### src/hdl/mrod_defs.svh
// Constants for the move and return opcode decoder.
`ifndef MROD_DEFS_SVH
`define MROD_DEFS_SVH
`define MROD_LIT_MASK    14'h3c00
`define MROD_LIT_VAL     14'h3000
`define MROD_STORE_MASK  14'h3f80
`define MROD_STORE_VAL   14'h0080
`define MROD_NOP_MASK    14'h3f9f
`define MROD_NOP_VAL     14'h0000
`define MROD_IRET_CODE   14'h0009
`define MROD_OPTLD_CODE  14'h0062
`define MROD_GIE_BIT     7
`define MROD_IRQCTL_RST  8'h00
`define MROD_OPTION_RST  8'hff
`define MROD_ACC_RST     8'h00
`define MROD_PC_RST      13'h0000
`define MROD_WR_RST      16'h0000
`endif

### src/hdl/mrod_pkg.sv
// Types for the move and return opcode decoder.
`default_nettype none
package mrod_pkg;
	typedef enum logic [2:0] {
		MROD_OP_NONE  = 3'h0,
		MROD_OP_LIT   = 3'h1,
		MROD_OP_STORE = 3'h2,
		MROD_OP_NOP   = 3'h3,
		MROD_OP_IRET  = 3'h4,
		MROD_OP_OPTLD = 3'h5
	} mrod_op_e;
	typedef enum logic [1:0] {
		MROD_ST_EXEC  = 2'b00,
		MROD_ST_FLUSH = 2'b01
	} mrod_state_e;
	typedef struct packed {
		logic       valid;
		logic [6:0] addr;
		logic [7:0] data;
	} mrod_file_wr_s;
	typedef struct packed {
		mrod_op_e   op;
		logic [7:0] literal;
		logic [6:0] addr;
	} mrod_dec_s;
endpackage : mrod_pkg
`default_nettype wire

### src/hdl/mrod_top.sv
// Executes literal load, accumulator store, no-op, interrupt return and option load.
`include "mrod_defs.svh"
`default_nettype none
module mrod_top
	import mrod_pkg::*;
(
	input  wire logic        clock,
	input  wire logic        rst_n,
	input  wire logic        instr_valid,
	input  wire logic [13:0] instr_word,
	input  wire logic [12:0] stack_top_entry,
	output logic             instr_ready,
	output logic             stack_pop,
	output logic             pc_load,
	output logic [12:0]      pc_value,
	output mrod_file_wr_s    file_wr,
	output logic [7:0]       accumulator,
	output logic [7:0]       irq_control_reg,
	output logic [7:0]       option_reg,
	output logic             unknown_op
);
	////////////////////////////////////////////////////////////////////////
	// Decoded word and the accept handshake.
	mrod_dec_s     dec;
	logic          take;
	logic          lit_go;
	logic          store_go;
	logic          iret_go;
	logic          optld_go;
	logic          nop_go;
	logic          unk_go;
	mrod_state_e   state_r;
	mrod_state_e   state_nxt;
	logic          ready_r;
	logic          ready_nxt;
	logic          pop_r;
	logic          pop_nxt;
	logic          pcl_r;
	logic          pcl_nxt;
	logic [12:0]   pc_r;
	logic [12:0]   pc_nxt;
	mrod_file_wr_s wr_r;
	mrod_file_wr_s wr_nxt;
	logic [7:0]    acc_r;
	logic [7:0]    acc_nxt;
	logic [7:0]    irq_r;
	logic [7:0]    irq_nxt;
	logic [7:0]    opt_r;
	logic [7:0]    opt_nxt;
	logic          unk_r;
	logic          unk_nxt;

	// Every state group asks the same question of the decoded word.
	function automatic logic op_taken(input logic tk, input mrod_op_e have,
		input mrod_op_e want);
		op_taken = tk && (have == want);
	endfunction : op_taken

	mrod_classify u_classify (
		.word (instr_word),
		.dec  (dec)
	);

	// Nothing is taken in the flush cycle, so a word offered there is refused.
	assign take     = instr_valid && (state_r == MROD_ST_EXEC);
	assign lit_go   = op_taken(take, dec.op, MROD_OP_LIT);
	assign store_go = op_taken(take, dec.op, MROD_OP_STORE);
	assign iret_go  = op_taken(take, dec.op, MROD_OP_IRET);
	assign optld_go = op_taken(take, dec.op, MROD_OP_OPTLD);
	assign nop_go   = op_taken(take, dec.op, MROD_OP_NOP);
	assign unk_go   = op_taken(take, dec.op, MROD_OP_NONE);

	////////////////////////////////////////////////////////////////////////
	// Redirect control.
	always_comb begin
		state_nxt = state_r;
		ready_nxt = ready_r;
		case (state_r)
			MROD_ST_EXEC: begin
				if (iret_go) begin
					// The refetch after a redirect costs one dead cycle.
					state_nxt = MROD_ST_FLUSH;
					ready_nxt = 1'b0;
				end else begin
					state_nxt = MROD_ST_EXEC;
					ready_nxt = 1'b1;
				end
			end
			MROD_ST_FLUSH: begin
				state_nxt = MROD_ST_EXEC;
				ready_nxt = 1'b1;
			end
			default: begin
				state_nxt = MROD_ST_EXEC;
				ready_nxt = 1'b1;
			end
		endcase
	end

	always_ff @(posedge clock or negedge rst_n) begin
		if (!rst_n) begin
			state_r <= MROD_ST_EXEC;
			ready_r <= 1'b1;
		end else begin
			state_r <= state_nxt;
			ready_r <= ready_nxt;
		end
	end

	////////////////////////////////////////////////////////////////////////
	// Stack pop and program counter redirect.
	always_comb begin
		pop_nxt = 1'b0;
		pcl_nxt = 1'b0;
		pc_nxt  = pc_r;
		if (iret_go) begin
			pop_nxt = 1'b1;
			pcl_nxt = 1'b1;
			pc_nxt  = stack_top_entry;
		end
	end

	always_ff @(posedge clock or negedge rst_n) begin
		if (!rst_n) begin
			pop_r <= 1'b0;
			pcl_r <= 1'b0;
			pc_r  <= `MROD_PC_RST;
		end else begin
			pop_r <= pop_nxt;
			pcl_r <= pcl_nxt;
			pc_r  <= pc_nxt;
		end
	end

	////////////////////////////////////////////////////////////////////////
	// File register write strobe; address and data hold after the pulse.
	always_comb begin
		wr_nxt       = wr_r;
		wr_nxt.valid = 1'b0;
		if (store_go) begin
			wr_nxt.valid = 1'b1;
			wr_nxt.addr  = dec.addr;
			wr_nxt.data  = acc_r;
		end
	end

	always_ff @(posedge clock or negedge rst_n) begin
		if (!rst_n) begin
			wr_r <= `MROD_WR_RST;
		end else begin
			wr_r <= wr_nxt;
		end
	end

	////////////////////////////////////////////////////////////////////////
	// Store and option load read the accumulator before this edge updates it,
	// which keeps program order for back-to-back words.
	always_comb begin
		acc_nxt = acc_r;
		if (lit_go) begin
			acc_nxt = dec.literal;
		end else if (nop_go) begin
			acc_nxt = acc_r;
		end
	end

	always_ff @(posedge clock or negedge rst_n) begin
		if (!rst_n) begin
			acc_r <= `MROD_ACC_RST;
		end else begin
			acc_r <= acc_nxt;
		end
	end

	////////////////////////////////////////////////////////////////////////
	// Interrupt control; no clear path exists here, so the set never competes.
	always_comb begin
		irq_nxt = irq_r;
		if (iret_go) begin
			irq_nxt[`MROD_GIE_BIT] = 1'b1;
		end
	end

	always_ff @(posedge clock or negedge rst_n) begin
		if (!rst_n) begin
			irq_r <= `MROD_IRQCTL_RST;
		end else begin
			irq_r <= irq_nxt;
		end
	end

	////////////////////////////////////////////////////////////////////////
	// Option register load.
	always_comb begin
		opt_nxt = opt_r;
		if (optld_go) begin
			opt_nxt = acc_r;
		end
	end

	always_ff @(posedge clock or negedge rst_n) begin
		if (!rst_n) begin
			opt_r <= `MROD_OPTION_RST;
		end else begin
			opt_r <= opt_nxt;
		end
	end

	////////////////////////////////////////////////////////////////////////
	// Words outside this subset raise a pulse and change nothing else.
	always_comb begin
		unk_nxt = unk_go;
	end

	always_ff @(posedge clock or negedge rst_n) begin
		if (!rst_n) begin
			unk_r <= 1'b0;
		end else begin
			unk_r <= unk_nxt;
		end
	end

	////////////////////////////////////////////////////////////////////////
	assign instr_ready     = ready_r;
	assign stack_pop       = pop_r;
	assign pc_load         = pcl_r;
	assign pc_value        = pc_r;
	assign file_wr         = wr_r;
	assign accumulator     = acc_r;
	assign irq_control_reg = irq_r;
	assign option_reg      = opt_r;
	assign unknown_op      = unk_r;
endmodule : mrod_top
`default_nettype wire

### src/hdl/mrod_classify.sv
// Combinational classifier of one instruction word.
`include "mrod_defs.svh"
`default_nettype none
module mrod_classify
	import mrod_pkg::*;
(
	input  wire logic [13:0] word,
	output mrod_dec_s        dec
);
	function automatic logic match(input logic [13:0] w, input logic [13:0] m,
		input logic [13:0] v);
		match = (w & m) == v;
	endfunction : match

	always_comb begin
		dec.literal = word[7:0];
		dec.addr    = word[6:0];
		if (match(word, `MROD_LIT_MASK, `MROD_LIT_VAL)) begin
			dec.op = MROD_OP_LIT;
		end else if (match(word, `MROD_STORE_MASK, `MROD_STORE_VAL)) begin
			dec.op = MROD_OP_STORE;
		end else if (word == `MROD_IRET_CODE) begin
			dec.op = MROD_OP_IRET;
		end else if (word == `MROD_OPTLD_CODE) begin
			dec.op = MROD_OP_OPTLD;
		end else if (match(word, `MROD_NOP_MASK, `MROD_NOP_VAL)) begin
			dec.op = MROD_OP_NOP;
		end else begin
			dec.op = MROD_OP_NONE;
		end
	end
endmodule : mrod_classify
`default_nettype wire

### config.mk
export PLATFORM = sky130hd
export DESIGN_NAME = mrod_top
export DESIGN_NICKNAME = d
export VERILOG_FILES = /design/src/hdl/mrod_pkg.sv /design/src/hdl/mrod_top.sv /design/src/hdl/mrod_classify.sv
export VERILOG_INCLUDE_DIRS = /design/src /design/src/hdl
export SDC_FILE = /design/constraint.sdc
export NUM_CORES = 1
export LEC_CHECK = 0
export ABC_AREA = 1
export BUFFER_PORTS_ARGS = -buffer_cell sky130_fd_sc_hd__buf_2
export CAP_MARGIN = 20
export CORE_MARGIN = 2
export CORE_UTILIZATION = 45
export DETAILED_ROUTE_END_ITERATION = 8
export PLACE_DENSITY = 0.75
export SETUP_SLACK_MARGIN = 0.2
export SLEW_MARGIN = 20
export SYNTH_ARGS = -nofsm -noshare
export SYNTH_HDL_FRONTEND = slang
export SYNTH_SLANG_ARGS = --single-unit
export TNS_END_PERCENT = 50
### constraint.sdc
create_clock -name clock -period 1.55 [get_ports clock]
set_input_delay 0.0775 -clock clock [delete_from_list [all_inputs] [get_ports clock]]
set_output_delay 0.0775 -clock clock [all_outputs]
set_load 0.005 [all_outputs]
Word-level counts from Yosys, hierarchy flattened
Cells that the tools add are included.

word-level totals
  flip-flop bits (word level) = 51
  input bits = 30
  output and inout port bits = 57

cells by class
  equal/unequal tests = 8
  muxes and demuxes = 11
  reductions and logical operators = 9

operators by type and width
  kind                 number
  $mux 16              1
  $eq 14x4->1 const B  1
  $eq 14x7->1 const B  1
  $logic_not 14->1     1
  $mux 3               4
  $eq 7x1->1 const B   1
  $eq 3x3->1 const B   2
  $logic_and 1x1->1    6
  $mux 1               5
  $eq 4x4->1 const B   1
  $eq 3x1->1 const B   1
  $eq 3x2->1 const B   1
  $logic_not 3->1      1
  $logic_not 2->1      1
  $mux 2               1

Depth between registers and ports, before layout
Gate-level depths: netlist of run 1.

  depth in word-level cells = 10
  depth in mapped cells = 9
  mapped depth without buffers = 9

By module
Synthesis of run 1 repeated with hierarchy kept, for this count alone.

second synthesis, totals
  cells, all modules = 265
  area total of the unflattened synthesis = 2248.4 um^2

by module, submodules not included
  module         times used  cells each  area each (um^2)  sequential area each (um^2)
  mrod_top       1           222         2010.7            1262.5
  mrod_classify  1           43          237.7             0.0

Least setup slack after synthesis of run 1
Ideal clock, no wire load.

  path type = flip-flop to flip-flop
  start = reg state_r[0]
  end = reg acc_r[5] (netlist: accumulator[5])
  library setup time = 0.126 ns
  arrival = 1.072 ns
  data required time = 1.424 ns
  setup slack = 0.352 ns
  stages on the path, launching flop included = 6
  buffers on the path = 1
  clock period less this slack = 1.198 ns
  path through = dfrtp_1 > nor2_4 > nand3_1 > buf_2 > nand2_1 > o21ai_0

on the way
  cells in the longest elaborated chain, start to end = 3

RTL lines
  element                 line             source
  start, declared         mrod_top.sv:32   mrod_state_e state_r;
  start signal, assigned  mrod_top.sv:105  state_r <= state_nxt;
  $logic_not 2->1         mrod_top.sv:65   assign take = instr_valid && (state_r == MROD_ST_EXEC);
  $logic_and 1x1->1       mrod_top.sv:65
  $logic_and 1x1->1       mrod_top.sv:56   op_taken = tk && (have == want);
  end signal, assigned    mrod_top.sv:169  acc_r <= `MROD_ACC_RST;
  end signal, assigned    mrod_top.sv:171  acc_r <= acc_nxt;
  end, declared           mrod_top.sv:44   logic [7:0] acc_r;

No other way between the ends.
A chain may end at the register's enable or synchronous reset.

Worst setup path in the final report of run 1
  start = reg state_r[0]
  end = reg pc_r[2] (netlist: pc_value[2])

on the way
  cells in the longest elaborated chain, start to end = 3

RTL lines
  element               line             source
  $logic_not 2->1       mrod_top.sv:65
  $logic_and 1x1->1     mrod_top.sv:65
  $logic_and 1x1->1     mrod_top.sv:56
  end signal, assigned  mrod_top.sv:127  pc_r <= `MROD_PC_RST;
  end signal, assigned  mrod_top.sv:131  pc_r <= pc_nxt;
  end, declared         mrod_top.sv:40   logic [12:0] pc_r;

No other way between the ends.

==> results of run 1 <==
[cell usage after synthesis, drive strengths merged]
cell    n
nand2  68
nand4   2
o21ai  43
a21oi   1
nand3   6
buf    15
dfrtp  41
dfstp   9
or2     1
inv    35
nor2   20
conb    1
[stage by stage]
stage	instances	hold WS, ps	util [%]	instance area, sq um
after floorplan	248	-218	-	2260
after global placement	382	80.0	56.0	2660
after detailed placement	382	90.9	56.0	2660
after CTS	396	0.851	59.2	2810
after global routing	398	3.97	59.6	2830
final	398	16.0	59.6	2830
[timing repair]
item / in CTS / in global routing
buffers inserted: 0 / 0
hold buffers: 6 / 2
endpoints found under the setup margin: 7 / 21
pin swaps: 0 / 1
endpoints found under the hold margin: 48 / 2
[final timing paths]
check	start	endpoint	slack, ps	depth (start not counted)
max in group asynchronous	rst_n	instr_ready$_DFF_PN1_	970	3
min in group asynchronous	rst_n	file_wr[6]$_DFFE_PN0P_	270	3
worst max register to register	state_r[0]$_DFF_PN0_	pc_value[2]$_DFFE_PN0P_	210	4
worst min register to register	option_reg[0]$_DFFE_PN1P_	option_reg[0]$_DFFE_PN1P_	480	2
worst max-delay path	state_r[0]$_DFF_PN0_	pc_value[2]$_DFFE_PN0P_	210	4
worst min-delay path	stack_top_entry[8]	pc_value[8]$_DFFE_PN0P_	20	3
[per-layer routing]
metal / global-route usage, % / vias to the layer above / routed length (um)
met5: 0 / - / 0
met4: 6.55 / 0 / 74
met3: 5.69 / 7 / 248
met2: 25.9 / 44 / 2240
met1: 22.5 / 763 / 1950
li1: - / 910 / -
[final cells by class]
type / count / area share (%)
inverter: 35 / 4.64
clock inverter: 3 / 0.839
tap: 67 / 2.96
timing repair buffer: 90 / 18.0
sequential: 50 / 44.5
clock buffer: 5 / 2.43
multi-input combinational: 148 / 26.6
[worst min-delay path, delay by kind of cell]
| family | cells | cell delay, ps |
|---|---|---|
| compound gates | 1 | 50 |
| buf+inv | 2 | 160 |
[power groups by stage]
stage | logic, W | clock network (W) | registers (W)
3_5_place_dp | 0.000294 | 0 | 0.00147
6_report | 0.000303 | 0.000766 | 0.00144
5_1_grt | 0.000349 | 0.000849 | 0.00145
4_1_cts | 0.000306 | 0.000796 | 0.00144
3_3_place_gp | 0.000285 | 0 | 0.00147
2_1_floorplan | 0.000129 | 0 | 0.00146
[cell families (layout without fill, tap and decap cells)]
logic type,after synthesis,in the layout,share of synthesized area [%]
simple gates,97,97,20.5
other cells,1,7,0.168
flops,50,50,56.4
buf+inv,50,133,11.0
compound gates,44,44,12.0
==> flow_summary_export.csv, run 1 <==
group,metric,value,unit
status,outcome,"finished clean",
cells_and_area,final_cell_mix,"buf_2, nand2_1, dfrtp_1",
global_routing,grt_pass1_wl,7.07,mm
power_and_ir_drop,p_leak,1.63,nW
critical_path,start_kind,"register",
cts,root_buffer,"clkbuf_8",
cts,htree_num_levels,2,
sta,fmax,0.744,GHz
routing,vias,1724,
power_and_ir_drop,p_total,0.00251,W
routing,wl_per_cell,11.3,um
yosys,ys_seq_elements,50,
power_and_ir_drop,power.switching,0.000669,W
critical_path,arrival,1520,ps
routing,drtPass1Iterations,4,
sta,layout_min_cycle_time,1340,ps
place,finalWeightedCongestion,0.775,
critical_path,endpoint_kind,"register",
power_and_ir_drop,seq_power_share,57.4,%
floorplanning,core,4750,sq um
cells_and_area,num_antenna_cells,0,
cells_and_area,layout.nets,360,
routing,drt-initial-drc-count,65,
cts,cts_made_buffers,5,
place,dp_hpwl,3.30,mm
cells_and_area,final.fill_count,455,
yosys,yosysWarnings,0,
place,io_buffer_count,79,
global_routing,antenna_found_initial,0,
cts,clock_latency,310,ps
critical_path,cp_cell_sequence,"nor2_4 > nand3_4 > nand2_1 > o21ai_2",
global_routing,grt_max_degree,51,
yosys,syn-instance-count,242,
sta,rsz0062_at_grt,"true",
critical_path,crit_required,1730,ps
global_routing,grt_pass1_vias,1558,
power_and_ir_drop,internal_power,0.00184,W
cts,cts.sinks,50,
yosys,synth_top_cells_by_area,"dfrtp_1, dfstp_2, nand2_1",
floorplanning,dieArea,5550,sq um
sta,slew_violations,0,
power_and_ir_drop,swShare,26.6,%
floorplanning,io_pins,87,
flow_run,maxCapViolCount,0,
routing,routed_via_density,4.33,
yosys,yosysTopAreaCell,"dfrtp_1",
yosys,syn_area_per_cell,9.25,sq um
cts,cts_buffer_depth,2,
cells_and_area,area_delta_synth_final,26.6,%
floorplanning,die_y,74.5,um
critical_path,setup.worst_path.class,"reg -> reg",
cells_and_area,drive_gt1_share,38.4,%
critical_path,critPathTopFamily,"simple AND/OR/NAND/NOR gates",
yosys,synth_top_cell_area_share,45.8,%
yosys,syn_area,2240,sq um
cells_and_area,final_common_cell,"buf_2",
sta,hold_violations,0,
min_path,worstHoldPathType,"in -> reg",
critical_path,cp_slowest_cell,"dfrtp_1",
critical_path,max_stage_delay,400,ps
power_and_ir_drop,p_clk_share,30.5,%
critical_path,crit_fanout,27,
routing,remaining_drc_errors,0,
routing,ant_nets,0,
power_and_ir_drop,p_per_area,886,nW/um^2
cells_and_area,regArea,1260,sq um
cts,cts_tree,"built",
floorplanning,fp.dieW,74.5,um
sta,fin_skew,14.5,ps
global_routing,overflow,0,
cts,clk_pin_slew,90,ps
critical_path,crit_buf_inv,0,
sta,setup_viol,0,
floorplanning,floorplan.initialDensity,47.1,%
power_and_ir_drop,ir_drop,0.000464,V
routing,drt_wl_total,4.52,mm
sta,fin_tns_setup,0,ps
yosys,ys_seq_area_share,56.4,%
global_routing,grt_use_total,17.0,%
yosys,yosysUniqueCellTypes,23,
sta,period_share,86.7,%
power_and_ir_drop,p_comb_share,12.1,%
place,place_ws,153,ps
cells_and_area,multi_input_area,753,sq um
sta,setup_ws,207,ps
floorplanning,rows,25,
cts,cts_resized,0,
cells_and_area,largest_register_ffs,16,
Note: power is estimated with default switching activity, not from simulation.
==> inputs of run 2 (changes only) <==
CORE_MARGIN = default   (was 2)
==> run 2 against run 1 <==
Compared with the run above: largest cell class unchanged; flip-flop and latch count unchanged; sequential share of layout area shrank 0.60 points; combinational power is essentially flat; critical path type unchanged; highest routed layer unchanged.
==> flow_summary_export.csv, run 2 (same netlist as run 1, synthesis figures left out) <==
group,metric,value,unit
routing,drtPass1Iterations,4,
routing,drt_wl_total,4.46,mm
place,dp_hpwl,3.19,mm
cells_and_area,fin_cells,401,
sta,period_share,88.8,%
status,outcome,"finished clean",
flow_run,maxCapViolCount,0,
cts,cts_made_buffers,5,
floorplanning,floorplan.initialDensity,47.1,%
global_routing,overflow,0,
power_and_ir_drop,p_per_area,929,nW/um^2
global_routing,grt_max_degree,31,
cts,cts.sinks,50,
floorplanning,die_y,72.5,um
place,place_inst,383,
cts,cts_buffer_depth,2,
floorplanning,core,4750,sq um
sta,setup_viol,0,
cells_and_area,final_cell_mix,"buf_2, nand2_1, dfrtp_1",
routing,drt-initial-drc-count,110,
place,io_buffer_count,79,
global_routing,antenna_found_initial,0,
cells_and_area,final_common_cell,"buf_2",
floorplanning,rows,25,
critical_path,endpoint_kind,"register",
cells_and_area,num_antenna_cells,0,
routing,wl_per_cell,11.1,um
global_routing,grt_pass1_wl,6.92,mm
routing,routed_via_density,4.41,
cells_and_area,largest_register_ffs,16,
routing,ant_nets,0,
floorplanning,fp.dieW,72.5,um
place,finalWeightedCongestion,0.775,
sta,slew_violations,0,
cts,cts_setup_buffers,0,
sta,fmax,0.727,GHz
cts,clk_pin_slew,90,ps
critical_path,crit_fanout,13,
global_routing,grt_use_total,17.4,%
cells_and_area,drive_gt1_share,38.3,%
sta,hold_violations,0,
cts,root_buffer,"clkbuf_8",
sta,layout_min_cycle_time,1380,ps
critical_path,setup.worst_path.class,"reg -> reg",
cells_and_area,area_delta_synth_final,28.3,%
routing,vias,1769,
critical_path,arrival,1600,ps
min_path,worstHoldPathType,"in -> reg",
critical_path,crit_required,1770,ps
routing,remaining_drc_errors,0,
cts,htree_num_levels,2,
sta,rsz0062_at_grt,"true",
floorplanning,dieArea,5260,sq um
power_and_ir_drop,ir_drop,0.000483,V
floorplanning,io_pins,87,
sta,fin_tns_setup,0,ps
global_routing,grt_pass1_vias,1538,
critical_path,start_kind,"register",
power_and_ir_drop,p_leak,1.65,nW
sta,fin_skew,11.2,ps
cts,clock_latency,300,ps
cells_and_area,layout.nets,363,
cts,cts_tree,"built",
==> run 2: cell types whose count changed in the layout (fill, tap and decap cells not counted), sizes merged <==
cell,change
inv,-1
nand3,+1
dlygate4sd3,+1
clkinvlp,-2
buf,+1
clkbuf,+2
bufinv,+1
==> run 2: path summary, 6_finish.rpt <==
path | startpoint | to | slack, ps | cells past startpoint
worst max-delay path | state_r[0]$_DFF_PN0_ | pc_value[0]$_DFFE_PN0P_ | 170 | 3
worst min-delay path | stack_top_entry[9] | pc_value[9]$_DFFE_PN0P_ | 10 | 3
worst max register to register | state_r[0]$_DFF_PN0_ | pc_value[0]$_DFFE_PN0P_ | 170 | 3
worst min register to register | option_reg[4]$_DFFE_PN1P_ | option_reg[4]$_DFFE_PN1P_ | 480 | 2
max in group asynchronous | rst_n | instr_ready$_DFF_PN1_ | 630 | 3
min in group asynchronous | rst_n | file_wr[12]$_DFFE_PN0P_ | 270 | 2
==> run 2: what timing repair did <==
action / CTS / global route
hold buffers: 9 / 0
pin swaps: 0 / 1
gates cloned: 0 / 1
setup endpoints to repair: 1 / 21
hold endpoints to repair: 27 / 0
resized for setup: 0 / 0
==> run 2: cell type report <==
class	count	area, sq um
Fill cell	459	1880
Tap cell	67	83.8
Multi-Input combinational cell	149	763
Inverter	35	131
Clock buffer	7	86.3
Clock inverter	1	30.0
Sequential cell	50	1260
Timing Repair Buffer	92	515
==> run 2: worst max-delay path, cell delays in order, from the launching register on <==
cell and delay [ps]:
dfrtp_1 400, nor2_4 260, nand3_2 390, o21ai_2 250
==> run 2: layer usage <==
metal  global-route usage, %  part of all wire (%)  vias up
li1                        -                     -      915
met1                    22.5                    46      796
met2                    28.6                    48       51
met3                    3.19                   4.5        7
met4                    7.84                   1.9        0
met5                       0                     0        -
==> run 2: metrics by stage <==
stage | power (W) | hold WS, ps | setup WS, ps | area (sq um) | utilization, %
finish | 0.00267 | 10.8 | 174 | 2870 | 60.4
global route | 0.00280 | 10.8 | 94.0 | 2870 | 60.4
CTS | 0.00271 | 0.0946 | 187 | 2860 | 60.2
detailed placement | 0.00176 | 56.3 | 151 | 2660 | 55.9
global placement | 0.00175 | 50.5 | 182 | 2660 | 55.9
floorplan | 0.00159 | -218 | 352 | 2260 | -
==> run 2: power by group <==
group	internal (W)	switching (W)
clock network	0.000526	0.000396
registers	0.00138	0.0000663
logic	0.000141	0.000162
==> inputs of run 3 (changes only) <==
ABC_AREA = default   (was 1)
PLACE_DENSITY = 0.76   (was 0.75)
==> run 3 against run 2 <==
Compared with the run above: the run now ends with setup timing left; clock power down 1%; first-iteration DRC count down 40%; critical path depth up 4; fmax down 28%; register-to-register slack worse by 200 ps; via count down 16%; die area down 7.9%; cell count down 25%; combinational power up 14%; critical endpoint is now option_reg[2]$_DFFE_PN1P_; largest power group unchanged.
==> flow_summary_export.csv, run 3 <==
group,metric,value,unit
critical_path,setup.worst_path.end,"option_reg[2]$_DFFE_PN1P_",
yosys,synth_top_cells_by_area,"dfrtp_1, mux2_2, dfstp_2",
critical_path,crit_required,1780,ps
routing,wl_per_cell,15.3,um
global_routing,grt_max_degree,51,
sta,layout_min_cycle_time,1900,ps
cts,cts_tree,"built",
cts,cts.sinks,50,
power_and_ir_drop,p_leak,1.69,nW
yosys,synth_top_cell_area_share,49.9,%
cts,clk_pin_slew,80,ps
floorplanning,core,4380,sq um
status,failed_checks,"setup timing",
place,dpl_cell_area,2620,sq um
critical_path,cp_slowest_cell,"or4_4",
cells_and_area,largest_register_ffs,16,
yosys,yosysUniqueCellTypes,28,
routing,top_layer,"met4",
critical_path,arrival,2120,ps
place,finalWeightedCongestion,0.714,
place,place_ws,-784,ps
critical_path,start_kind,"primary input",
critical_path,rrSetupSlack,-30,ps
sta,slew_violations,0,
yosys,syn_area_per_cell,15.5,sq um
critical_path,r2r_cells,5,
yosys,synth_most_common_cell,"mux2_2",
routing,ant_nets,0,
cells_and_area,area_delta_synth_final,49.8,%
critical_path,cp_common_cell,"buf_6",
sta,fin_skew,4.80,ps
yosys,ys_async_sr_fraction,100,%
routing,drtPass1Iterations,3,
sta,setup_viol,34,
min_path,worstHoldPathType,"in -> reg",
yosys,synthTopCellsByCount,"mux2_2, dfrtp_1, dfstp_2, buf_4",
floorplanning,floorplan.initialDensity,46.9,%
flow_run,maxCapViolCount,0,
cells_and_area,multi_input_area,881,sq um
place,dp_hpwl,2.90,mm
routing,vias,1494,
sta,period_share,122,%
routing,m1WireLength,2.02,mm
critical_path,r2r-end,"accumulator[2]$_DFFE_PN0P_",
floorplanning,fp.dieW,69.6,um
cells_and_area,final_common_cell,"buf_2",
min_path,min_path_cells,2,
yosys,synth_edf_count,0,
critical_path,cp_cell_sequence,"buf_6 > or4_4 > or4b_4 > a21boi_4 > nor3b_4 > buf_6 > mux2_4",
sta,fmax,0.527,GHz
cts,cts_buffer_depth,2,
sta,rsz0062_at_grt,"true",
cells_and_area,regArea,1260,sq um
yosys,ys_seq_elements,50,
global_routing,grt_pass1_vias,1518,
routing,drt-initial-drc-count,66,
critical_path,timing.rr.start,"state_r[0]$_DFF_PN0_",
floorplanning,dieArea,4840,sq um
power_and_ir_drop,p_per_area,880,nW/um^2
global_routing,grt_pass1_wl,7.41,mm
cells_and_area,layout.nets,279,
critical_path,setup.worst_path.class,"in -> reg",
cts,root_buffer,"clkbuf_8",
sta,hold_violations,0,
global_routing,overflow,0,
cts,clock_latency,300,ps
yosys,yosysTopAreaCell,"dfrtp_1",
routing,routed-wl-met3,266,um
yosys,synthFlopType,"dfrtp_1",
cells_and_area,num_antenna_cells,0,
routing,routed_via_density,4.96,
routing,wl_met2,2.23,mm
floorplanning,rows,24,
routing,drt_wl_total,4.60,mm
cells_and_area,final_cell_mix,"buf_2, dfrtp_1, mux2_4",
yosys,syn-instance-count,133,
cts,cts_made_buffers,5,
cells_and_area,post-route-cell-area,3080,sq um
global_routing,antenna_found_initial,0,
critical_path,crit_fanout,5,
cells_and_area,drive_gt1_share,70.7,%
cells_and_area,final.fill_count,309,
power_and_ir_drop,ir_drop,0.000601,V
routing,remaining_drc_errors,0,
sta,slew_headroom,53.7,%
yosys,yosysWarnings,0,
global_routing,grt_use_total,20.1,%
floorplanning,die_y,69.6,um
place,io_buffer_count,79,
status,outcome,"finished with violations",
critical_path,critPathLaunch,"instr_word[4]",
critical_path,max_stage_delay,530,ps
critical_path,endpoint_kind,"register",
floorplanning,io_pins,87,
cts,htree_num_levels,2,
sta,setup_ws,-349,ps
sta,tightest_slew,688,ps
yosys,ys_seq_area_share,61.4,%
yosys,syn_area,2060,sq um
==> run 3: area by class of cell <==
class | count | share of cell area, %
tap | 52 | 2.11
clock inverter | 1 | 0.975
multi-input combinational | 77 | 28.6
sequential | 50 | 41.0
inverter | 3 | 0.366
timing repair buffer | 112 | 24.3
clock buffer | 6 | 2.68
==> run 3: power by group <==
group,switching (W),leakage [nW],internal [W]
sequential,0.0000663,0.646,0.00139
clock,0.000397,0.0573,0.000516
combinational,0.000136,0.987,0.000211
total,0.000600,1.69,0.00211
==> run 3: stage by stage <==
step	total power (W)	TNS, ps	std cells	hold WS, ps	utilization, %
after floorplan	0.00157	-17180	139	-218	-
after global placement	0.00175	-26230	277	85.1	59.7
after detailed placement	0.00176	-27720	277	87.7	59.7
after CTS	0.00273	-9200	294	0.490	68.2
after global routing	0.00284	-11270	301	2.54	70.3
final	0.00271	-9820	301	9.23	70.3
==> run 3: worst min path at each step <==
stage	slack, ps	startpoint	endpoint
3_3_place_gp	90	rst_n	file_wr[15]$_DFF_PN0_
5_1_grt	3	stack_top_entry[2]	pc_value[2]$_DFFE_PN0P_
2_1_floorplan	-220	rst_n	accumulator[0]$_DFFE_PN0P_
6_report	9	stack_top_entry[2]	pc_value[2]$_DFFE_PN0P_
4_1_cts	0.5	stack_top_entry[7]	pc_value[7]$_DFFE_PN0P_
3_5_place_dp	90	rst_n	file_wr[12]$_DFFE_PN0P_
==> run 3: kinds of logic after synthesis <==
logic type	synth area share [%]
flip-flops	61.4
buffers and inverters	4.20
AO/OA/AOI/OAI	2.62
multiplexers	24.1
AND/OR/NAND/NOR	7.49
other	0.182
==> run 3: what timing repair did <==
| action | in CTS | in global routing |
|---|---|---|
| hold buffers | 4 | 5 |
| pin swaps | 6 | 4 |
| setup endpoints to repair | 49 | 49 |
| resized for setup | 39 | 7 |
| gates cloned | 1 | 0 |
| hold endpoints to repair | 44 | 5 |
| buffers inserted | 5 | 2 |
==> run 3: critical path: cells and delay by family <==
| kind | cells | cell delay, ps |
|---|---|---|
| AOI/OAI and AO/OA | 1 | 180 |
| and+or+nand+nor | 3 | 1300 |
| buffers and inverters | 2 | 270 |
| muxes | 1 | 300 |
==> run 3: routing by layer <==
metal	vias up	track usage, %
met3	4	5.96
li1	685	-
met4	0	8.62
met5	-	0
met2	65	32.4
met1	740	25.2
